**config.mk**
```make
export PLATFORM = sky130hd
export DESIGN_NAME = stm_timer
export DESIGN_NICKNAME = d
export VERILOG_FILES = /design/src/core/stm_pkg.sv /design/src/core/stm_edge_detect.sv /design/src/core/stm_timer.sv
export SDC_FILE = /design/constraint.sdc
export NUM_CORES = 1
export LEC_CHECK = 0
export CORE_MARGIN = 2
export CORE_UTILIZATION = 64
export CTS_CLUSTER_DIAMETER = 60
export DETAILED_ROUTE_END_ITERATION = 10
export DONT_BUFFER_PORTS = 1
export GPL_ROUTABILITY_DRIVEN = 0
export GPL_TIMING_DRIVEN = 0
export PLACE_DENSITY_LB_ADDON = 0.3
export SYNTH_ARGS = -nofsm -noshare
export SYNTH_HDL_FRONTEND = slang
export SYNTH_SLANG_ARGS = --single-unit
```
**constraint.sdc**
```tcl
create_clock -name clk -period 6.15 [get_ports clk]
set_input_delay 0.3075 -clock clk [delete_from_list [all_inputs] [get_ports clk]]
set_output_delay 0.3075 -clock clk [all_outputs]
set_load 0.1 [all_outputs]
```
**src/core/stm_pkg.sv**
```systemverilog
// package of constants for the standard timer mode logic
// assumes a single clock domain; counting advanced by a timer-clock enable
package stm_pkg;
  localparam int CounterWidth = 16;
  localparam int PeriodWidth = 8;
  localparam logic [1:0] ModeCompare = 2'h0;
  localparam logic [1:0] ModeCapture = 2'h1;
  localparam logic [1:0] ModePwm = 2'h2;
  localparam logic [1:0] ModeTimer = 2'h3;
  localparam logic [1:0] ActNoChange = 2'h0;
  localparam logic [1:0] ActLow = 2'h1;
  localparam logic [1:0] ActHigh = 2'h2;
  localparam logic [1:0] ActToggle = 2'h3;
  localparam logic [1:0] PwmInactive = 2'h0;
  localparam logic [1:0] PwmActive = 2'h1;
  localparam logic [1:0] PwmWave = 2'h2;
  localparam logic [1:0] PwmSingle = 2'h3;
  localparam logic [15:0] CounterReset = 16'h0000;
  localparam logic OutReset = 1'b0;
endpackage

```
**src/core/stm_edge_detect.sv**
```systemverilog
// rising-edge detector on a synchronous level
// assumes the input is already synchronous to clk
`timescale 1ns/1ps
module stm_edge_detect (
  // clock and reset
  input wire logic clk,
  input wire logic srst,
  // level in, pulse out
  input wire logic level,
  output logic rise
);
  logic level_q;

  always_ff @(posedge clk) begin
    if (srst) begin
      level_q <= 1'b0;
    end else begin
      level_q <= level;
    end
  end

  assign rise = level & ~level_q;
endmodule

```
**src/core/stm_timer.sv**
```systemverilog
// operating-mode logic of a 16-bit standard timer
// assumes control fields are synchronous levels and timerTick is a one-cycle enable
`timescale 1ns/1ps

//
// Operation
// - mode 00 is compare-match output, mode 11 is plain timer/counter.
// - clear-select low clears on P match, or overflow when P value zero.
// - clear-select low raises both A and P match flags.
// - clear-select high clears on A match, only A flag raised.
// - compare-match pin changes on A match or run rise, never on P match.
// - A match drives pin high, low, toggles, or leaves it per action.
// - compare actions: 00 none, 01 low, 10 high, 11 toggle.
// - rising run bit loads pin with the initial level.
// - timer/counter mode counts like compare mode, pin left undriven.
// - PWM period register clears counter; swap bit picks which register.
// - P value counts in 256 clocks; zero means 65536 clocks.
// - duty at or above period holds output active all period.
// - PWM raises A flag on A match and P flag on P match.
// - PWM counting continues while the pin is forced fixed.
// - PWM actions: 00 inactive, 01 active, 10 PWM, 11 single pulse.
// - initial level picks PWM polarity, invert flips pin, clear-select ignored.
// - invert bit reverses the waveform level on the pin.
// - trigger pin edge sets run; rising run starts counter and pulse.
// - A match clears run ending pulse with flag; software clear ends it.
// - single pulse counter zeroes only on run rise; P, clear, swap ignored.
// - counter is 16 bits; 8-bit P value meets its upper byte.
// - P matches fall at multiples of 256 timer clocks.
module stm_timer #(
  parameter int CounterBits = stm_pkg::CounterWidth,
  parameter int PeriodBits = stm_pkg::PeriodWidth
) (
  // clock and reset
  input wire logic clk,
  input wire logic srst,
  // timer clock enable
  input wire logic timerTick,
  // control fields
  input wire logic [1:0] modeSelect,
  input wire logic [1:0] outputActionSelect,
  input wire logic outputInitialLevel,
  input wire logic outputInvert,
  input wire logic periodDutySwap,
  input wire logic counterClearSelect,
  input wire logic runWrite,
  input wire logic runWriteValue,
  // compare values
  input wire logic [CounterBits-1:0] compareAValue,
  input wire logic [PeriodBits-1:0] comparePValue,
  // external trigger, one-cycle active-edge level already synchronous
  input wire logic externalTriggerPin,
  // flag clears from software
  input wire logic matchAFlagClear,
  input wire logic matchPFlagClear,
  // status
  output logic counterRun,
  output logic [CounterBits-1:0] counterValue,
  output logic matchAFlag,
  output logic matchPFlag,
  // output pin
  output logic timerOutputPin,
  output logic timerOutputEnable
);

  initial begin
    if (CounterBits != 16 || PeriodBits != 8) begin
      $error("stm_timer supports only a 16-bit counter with an 8-bit P value");
    end
  end

  // ------------------------------------------------------------
  // mode decode
  // ------------------------------------------------------------
  logic isCompare;
  logic isTimer;
  logic isPwmMode;
  logic isSingle;
  logic isPwm;

  assign isCompare = (modeSelect == stm_pkg::ModeCompare);
  assign isTimer = (modeSelect == stm_pkg::ModeTimer);
  assign isPwmMode = (modeSelect == stm_pkg::ModePwm);
  // single pulse is taken from the action field, which software must hold
  assign isSingle = isPwmMode && (outputActionSelect == stm_pkg::PwmSingle);
  assign isPwm = isPwmMode && !isSingle;

  // ------------------------------------------------------------
  // run bit
  // ------------------------------------------------------------
  logic run_q;
  logic run_d;
  logic runRise;
  logic matchA;
  logic matchP;
  logic tick;

  stm_edge_detect runEdge (
    .clk(clk),
    .srst(srst),
    .level(run_d),
    .rise(runRise)
  );

  always_comb begin
    run_d = run_q;
    if (runWrite) begin
      run_d = runWriteValue;
    end
    if (isSingle && externalTriggerPin) begin
      run_d = 1'b1;
    end
    // hardware clear wins last so the pulse width is bounded by the A value
    if (isSingle && tick && matchA) begin
      run_d = 1'b0;
    end
  end

  always_ff @(posedge clk) begin
    if (srst) begin
      run_q <= 1'b0;
    end else begin
      run_q <= run_d;
    end
  end

  // ------------------------------------------------------------
  // comparators
  // ------------------------------------------------------------
  logic [CounterBits-1:0] count_q;
  logic [CounterBits-1:0] countNext;
  logic overflow;
  logic pZero;

  assign tick = timerTick && run_q;
  assign countNext = count_q + 16'h0001;
  assign overflow = (count_q == 16'hFFFF);
  assign pZero = (comparePValue == 8'h00);
  // match is taken on the count that is about to be reached
  assign matchA = (countNext == compareAValue);
  // P compares the upper byte and needs the low byte zero, so matches fall on 256 boundaries
  assign matchP = pZero ? overflow
                : (countNext[15:8] == comparePValue && countNext[7:0] == 8'h00);

  // ------------------------------------------------------------
  // counter clear selection
  // ------------------------------------------------------------
  logic clearNow;
  logic periodMatch;
  logic dutyMatch;

  // PWM period register chosen by the swap bit; clear-select ignored here
  assign periodMatch = periodDutySwap ? matchA : matchP;
  assign dutyMatch = periodDutySwap ? matchP : matchA;

  always_comb begin
    clearNow = 1'b0;
    if (isPwm) begin
      clearNow = periodMatch;
    end else if (isSingle) begin
      clearNow = 1'b0;
    end else if (counterClearSelect) begin
      clearNow = matchA;
    end else begin
      clearNow = matchP;
    end
  end

  always_ff @(posedge clk) begin
    if (srst) begin
      count_q <= stm_pkg::CounterReset;
    end else if (runRise) begin
      count_q <= stm_pkg::CounterReset;
    end else if (tick) begin
      if (clearNow) begin
        count_q <= stm_pkg::CounterReset;
      end else begin
        count_q <= countNext;
      end
    end
  end

  // ------------------------------------------------------------
  // match flags, set wins over clear
  // ------------------------------------------------------------
  logic setA;
  logic setP;

  assign setA = tick && matchA;
  // P flag suppressed when A clears the counter outside PWM; unused in single pulse
  assign setP = tick && matchP && !isSingle
              && (isPwm || !counterClearSelect);

  always_ff @(posedge clk) begin
    if (srst) begin
      matchAFlag <= 1'b0;
    end else if (setA) begin
      matchAFlag <= 1'b1;
    end else if (matchAFlagClear) begin
      matchAFlag <= 1'b0;
    end
  end

  always_ff @(posedge clk) begin
    if (srst) begin
      matchPFlag <= 1'b0;
    end else if (setP) begin
      matchPFlag <= 1'b1;
    end else if (matchPFlagClear) begin
      matchPFlag <= 1'b0;
    end
  end

  // ------------------------------------------------------------
  // compare-match output level
  // ------------------------------------------------------------
  logic cmpLevel_q;

  always_ff @(posedge clk) begin
    if (srst) begin
      cmpLevel_q <= stm_pkg::OutReset;
    end else if (runRise) begin
      cmpLevel_q <= outputInitialLevel;
    end else if (isCompare && setA) begin
      case (outputActionSelect)
        stm_pkg::ActLow: cmpLevel_q <= 1'b0;
        stm_pkg::ActHigh: cmpLevel_q <= 1'b1;
        stm_pkg::ActToggle: cmpLevel_q <= ~cmpLevel_q;
        default: cmpLevel_q <= cmpLevel_q;
      endcase
    end
  end

  // ------------------------------------------------------------
  // PWM / single pulse active state
  // ------------------------------------------------------------
  logic pwmActive_q;
  logic dutyFull;
  logic [16:0] periodLen;
  logic [16:0] dutyLen;

  // lengths in timer clocks; P zero stands for the full 65536 count
  assign periodLen = periodDutySwap ? {1'b0, compareAValue}
                   : (pZero ? 17'h10000 : {1'b0, comparePValue, 8'h00});
  assign dutyLen = periodDutySwap
                 ? (pZero ? 17'h10000 : {1'b0, comparePValue, 8'h00})
                 : {1'b0, compareAValue};
  assign dutyFull = (dutyLen >= periodLen);

  // state runs in actions 00, 01 and 10, so forcing the pin loses no phase
  always_ff @(posedge clk) begin
    if (srst) begin
      pwmActive_q <= 1'b0;
    end else if (isSingle) begin
      pwmActive_q <= run_d;
    end else if (!isPwm) begin
      pwmActive_q <= 1'b0;
    end else if (runRise) begin
      pwmActive_q <= 1'b1;
    end else if (tick) begin
      if (periodMatch || dutyFull) begin
        pwmActive_q <= 1'b1;
      end else if (dutyMatch) begin
        pwmActive_q <= 1'b0;
      end
    end
  end

  // ------------------------------------------------------------
  // pin drive
  // ------------------------------------------------------------
  logic waveActive;
  logic waveLevel;
  logic pinLevel_d;

  always_comb begin
    case (outputActionSelect)
      stm_pkg::PwmInactive: waveActive = 1'b0;
      stm_pkg::PwmActive: waveActive = 1'b1;
      default: waveActive = pwmActive_q;
    endcase
    // initial level sets active-high or active-low
    waveLevel = outputInitialLevel ? waveActive : ~waveActive;
    pinLevel_d = isCompare ? cmpLevel_q : waveLevel;
    pinLevel_d = pinLevel_d ^ outputInvert;
  end

  always_ff @(posedge clk) begin
    if (srst) begin
      timerOutputPin <= stm_pkg::OutReset;
      timerOutputEnable <= 1'b0;
    end else begin
      timerOutputPin <= pinLevel_d;
      // capture and timer modes release the pin for other use
      timerOutputEnable <= isCompare || isPwmMode;
    end
  end

  always_ff @(posedge clk) begin
    if (srst) begin
      counterRun <= 1'b0;
      counterValue <= stm_pkg::CounterReset;
    end else begin
      counterRun <= run_d;
      counterValue <= count_q;
    end
  end

endmodule

```
==> impl_metrics.yaml <==
timing:
  finalHoldViolations: 0
  fin_crit_sh_pct: 61.5
  setup_viol: 0
  tightest_slew_ns: 1.09
  min_period_ns: 3.78
  slew_violations: 0
  slew_headroom_pct: 27.4
  fin_skew_ns: 0.00386
  rsz0062_at_grt: "no"
  max_freq_ghz: 0.264
  fin_setup_tns_ns: 0
detailed_routing:
  wl_met3_um: 1150
  met1Wirelength_um: 3890
  ant_nets: 0
  route.vias.total: 3490
  wl_met2_um: 4480
  wl_per_cell_um: 19.7
  top_layer_used: "met4"
  dr.first_iter.drc_count: 463
  wl_um: 9900
  first_pass_iters: 7
  remaining_drc_errors: 0
  post_drt_via_cell_ratio: 6.94
cts:
  clock-sinks: 39
  cts_max_level: 2
  insertion_delay_ns: 0.30
  clock_path_buffers: 2
  cts-root-buf: "clkbuf_8"
  cts_tree: "built"
  cts_buffers: 5
  cts.clk_slew.worst_paths_ns: 0.08
  hold_buffers: 0
  cts_resized: 0
  post-cts-setup-buffers: 0
synth:
  synth_nets: 474
  ys_types: 66
  synthFlopType: "dfxtp_1"
  ys_ff_latch: 39
  syn_area_mm2: 0.00344
  syn_area_per_cell_um2: 8.10
  async_reset_ff_share_pct: 0
  synth_warnings: 0
  synth_cells: 425
  yosysSeqAreaShare_pct: 22.7
  synth-edff-count: 0
pwr:
  p_clk_share_pct: 41.3
  p_int_uw: 458
  p_sw_share_pct: 25.9
  power_density_mw_per_mm2: 169
  peakVddDrop_mv: 0.131
  p_leak_nw: 1.40
  net-switching-power_uw: 160
  power_uw: 618
  power_frac_seq_pct: 43.8
  combPwrFrac_pct: 14.9
worst_setup_path:
  cp.depth: 12
  path_cells: "ha_1, buf_2, inv_2, nor4_2, xnor2_1, a2111oi_0, nand2_1, o221ai_2, a2111o_1, buf_4, or3_1, a31oi_1"
  cp_slowest_cell: "a2111oi_0"
  r2r_cells: 12
  max_stage_delay_ns: 0.77
  critPathCaptureType: "flip-flop"
  cp.buffers_inverters: 3
  critPathLaunchType: "flip-flop"
  critPathRequiredTime_ns: 6.31
  cpLargestDelayFamily: "compound AO/OA/AOI/OAI gates"
  startpoint: "count_q[1]"
  crit_type: "reg -> reg"
  r2r_setup_slack_ns: 2.37
  cp.arrival_ns: 3.94
  r2r-start: "count_q[1]"
  crit_fanout: 10
  endpoint: "count_q[7]"
  r2r-end: "count_q[7]"
layout:
  layout_common_cells: "dfxtp_1 (39), nand2_1 (38), nor2_1 (26)"
  fin_nets: 481
  post-route-util_pct: 71.3
  antenna-diode-count: 0
  syn2layout_area_growth_pct: 6.51
  layout_commonest_cell: "dfxtp_1"
  drive_gt1_share_pct: 12.2
floorplan:
  rows: 26
  dieHeight_um: 77.3
  core_mm2: 0.00514
  io_pins: 61
  die_w_um: 77.3
  start_util_pct: 66.9
  fp.dieArea_mm2: 0.00598
global_route:
  gr-total-overflow: 0
  grt_pass1_wl_um: 15600
  grt_max_degree: 14
  grt_use_total_pct: 32.9
  grt_pass1_vias: 3114
  antenna_found_initial: 0
placement:
  hpwl_um: 7550
  io_buffers: 0
flow_run:
  drv_cap: 0
outcome:
  status: "finished, final reports clean"
min_path:
  hold_path.class: "in -> reg"
  min_from: "srst"
## cells by family (layout without fill, tap and decap cells)
kind of cell             after synthesis  count (layout)  share of synthesized area (%)
adder cells (fa/ha/maj)                9               9                           3.27
buffers and inverters                 37              45                           5.53
flip-flops                            39              39                           22.7
AND/OR/NAND/NOR                      198             198                           34.2
XOR/XNOR                              32              32                           8.58
AO/OA/AOI/OAI                         88              88                           19.0
multiplexers                          22              22                           6.76
## synthesized netlist by cell type (10+ instances only)
cell type,n,area [um^2]
dfxtp_1,39,781
nand2_1,38,143
nor2_1,26,97.6
nand3_1,23,115
nor2b_1,22,138
a21oi_1,20,100
xnor2_1,19,166
clkbuf_1,14,52.6
mux2i_1,12,120
xor2_1,12,105
mux2_2,10,113
nor4_1,10,62.6
## worst register-to-register path, cell delays in order (launching register included)
cell and delay [ns]:
dfxtp_1 0.53, ha_1 0.21, buf_2 0.28, inv_2 0.18
nor4_2 0.64, xnor2_1 0.13, a2111oi_0 0.77, nand2_1 0.14
o221ai_2 0.21, a2111o_1 0.15, buf_4 0.19, or3_1 0.13
a31oi_1 0.09
## worst min-delay path by stage
| stage | to | slack, ns | cells past startpoint |
|---|---|---|---|
| 6_report | counterValue[0] | 0.07 | 1 |
| 3_5_place_dp | counterValue[0] | 0.38 | 1 |
| 3_3_place_gp | timerOutputEnable | 0.38 | 1 |
| 5_1_grt | timerOutputEnable | 0.07 | 1 |
| 2_1_floorplan | counterValue[0] | 0.38 | 1 |
| 4_1_cts | counterValue[0] | 0.07 | 1 |
## through the flow
step                      setup slack [ns]  area [um^2]  instances  hold WS [ns]
after floorplan                       2.99         3440        425         0.379
after global placement                2.63         3530        495         0.380
after detailed placement              2.53         3530        495         0.384
after CTS                             2.52         3660        503        0.0737
after global routing                  2.25         3660        503        0.0684
final                                 2.37         3660        503        0.0734
## power groups by stage
stage               sequential, mW  combinational [mW]  clock, mW
floorplan                    0.276              0.0731          0
global placement             0.277              0.0863          0
detailed placement           0.277              0.0895          0
CTS                          0.271              0.0903      0.254
global route                 0.271               0.102      0.267
finish                       0.271              0.0921      0.255
## state kept, by name (all words and copies together), names as in the netlist
signal	flops
cmpLevel_q	1
count_q	16
counterRun	1
counterValue	16
matchAFlag	1
matchPFlag	1
pwmActive_q	1
timerOutputEnable	1
timerOutputPin	1
## layout make-up
type                       instances  area, um^2
buffer                            32         171
fill                             421        1480
sequential                        39         781
clock inverter                     3        67.6
clock buffer                       5        68.8
tap                               70        87.6
inverter                           5        18.8
multi-input combinational        349        2470
## metal layers
| metal | GRT usage, % | vias to the layer above |
|---|---|---|
| met5 | 0 | - |
| met4 | 13.6 | 0 |
| met3 | 8.24 | 45 |
| met2 | 53.1 | 266 |
| met1 | 41.8 | 1578 |
| li1 | - | 1601 |
Power figures use the tool's default switching activity.
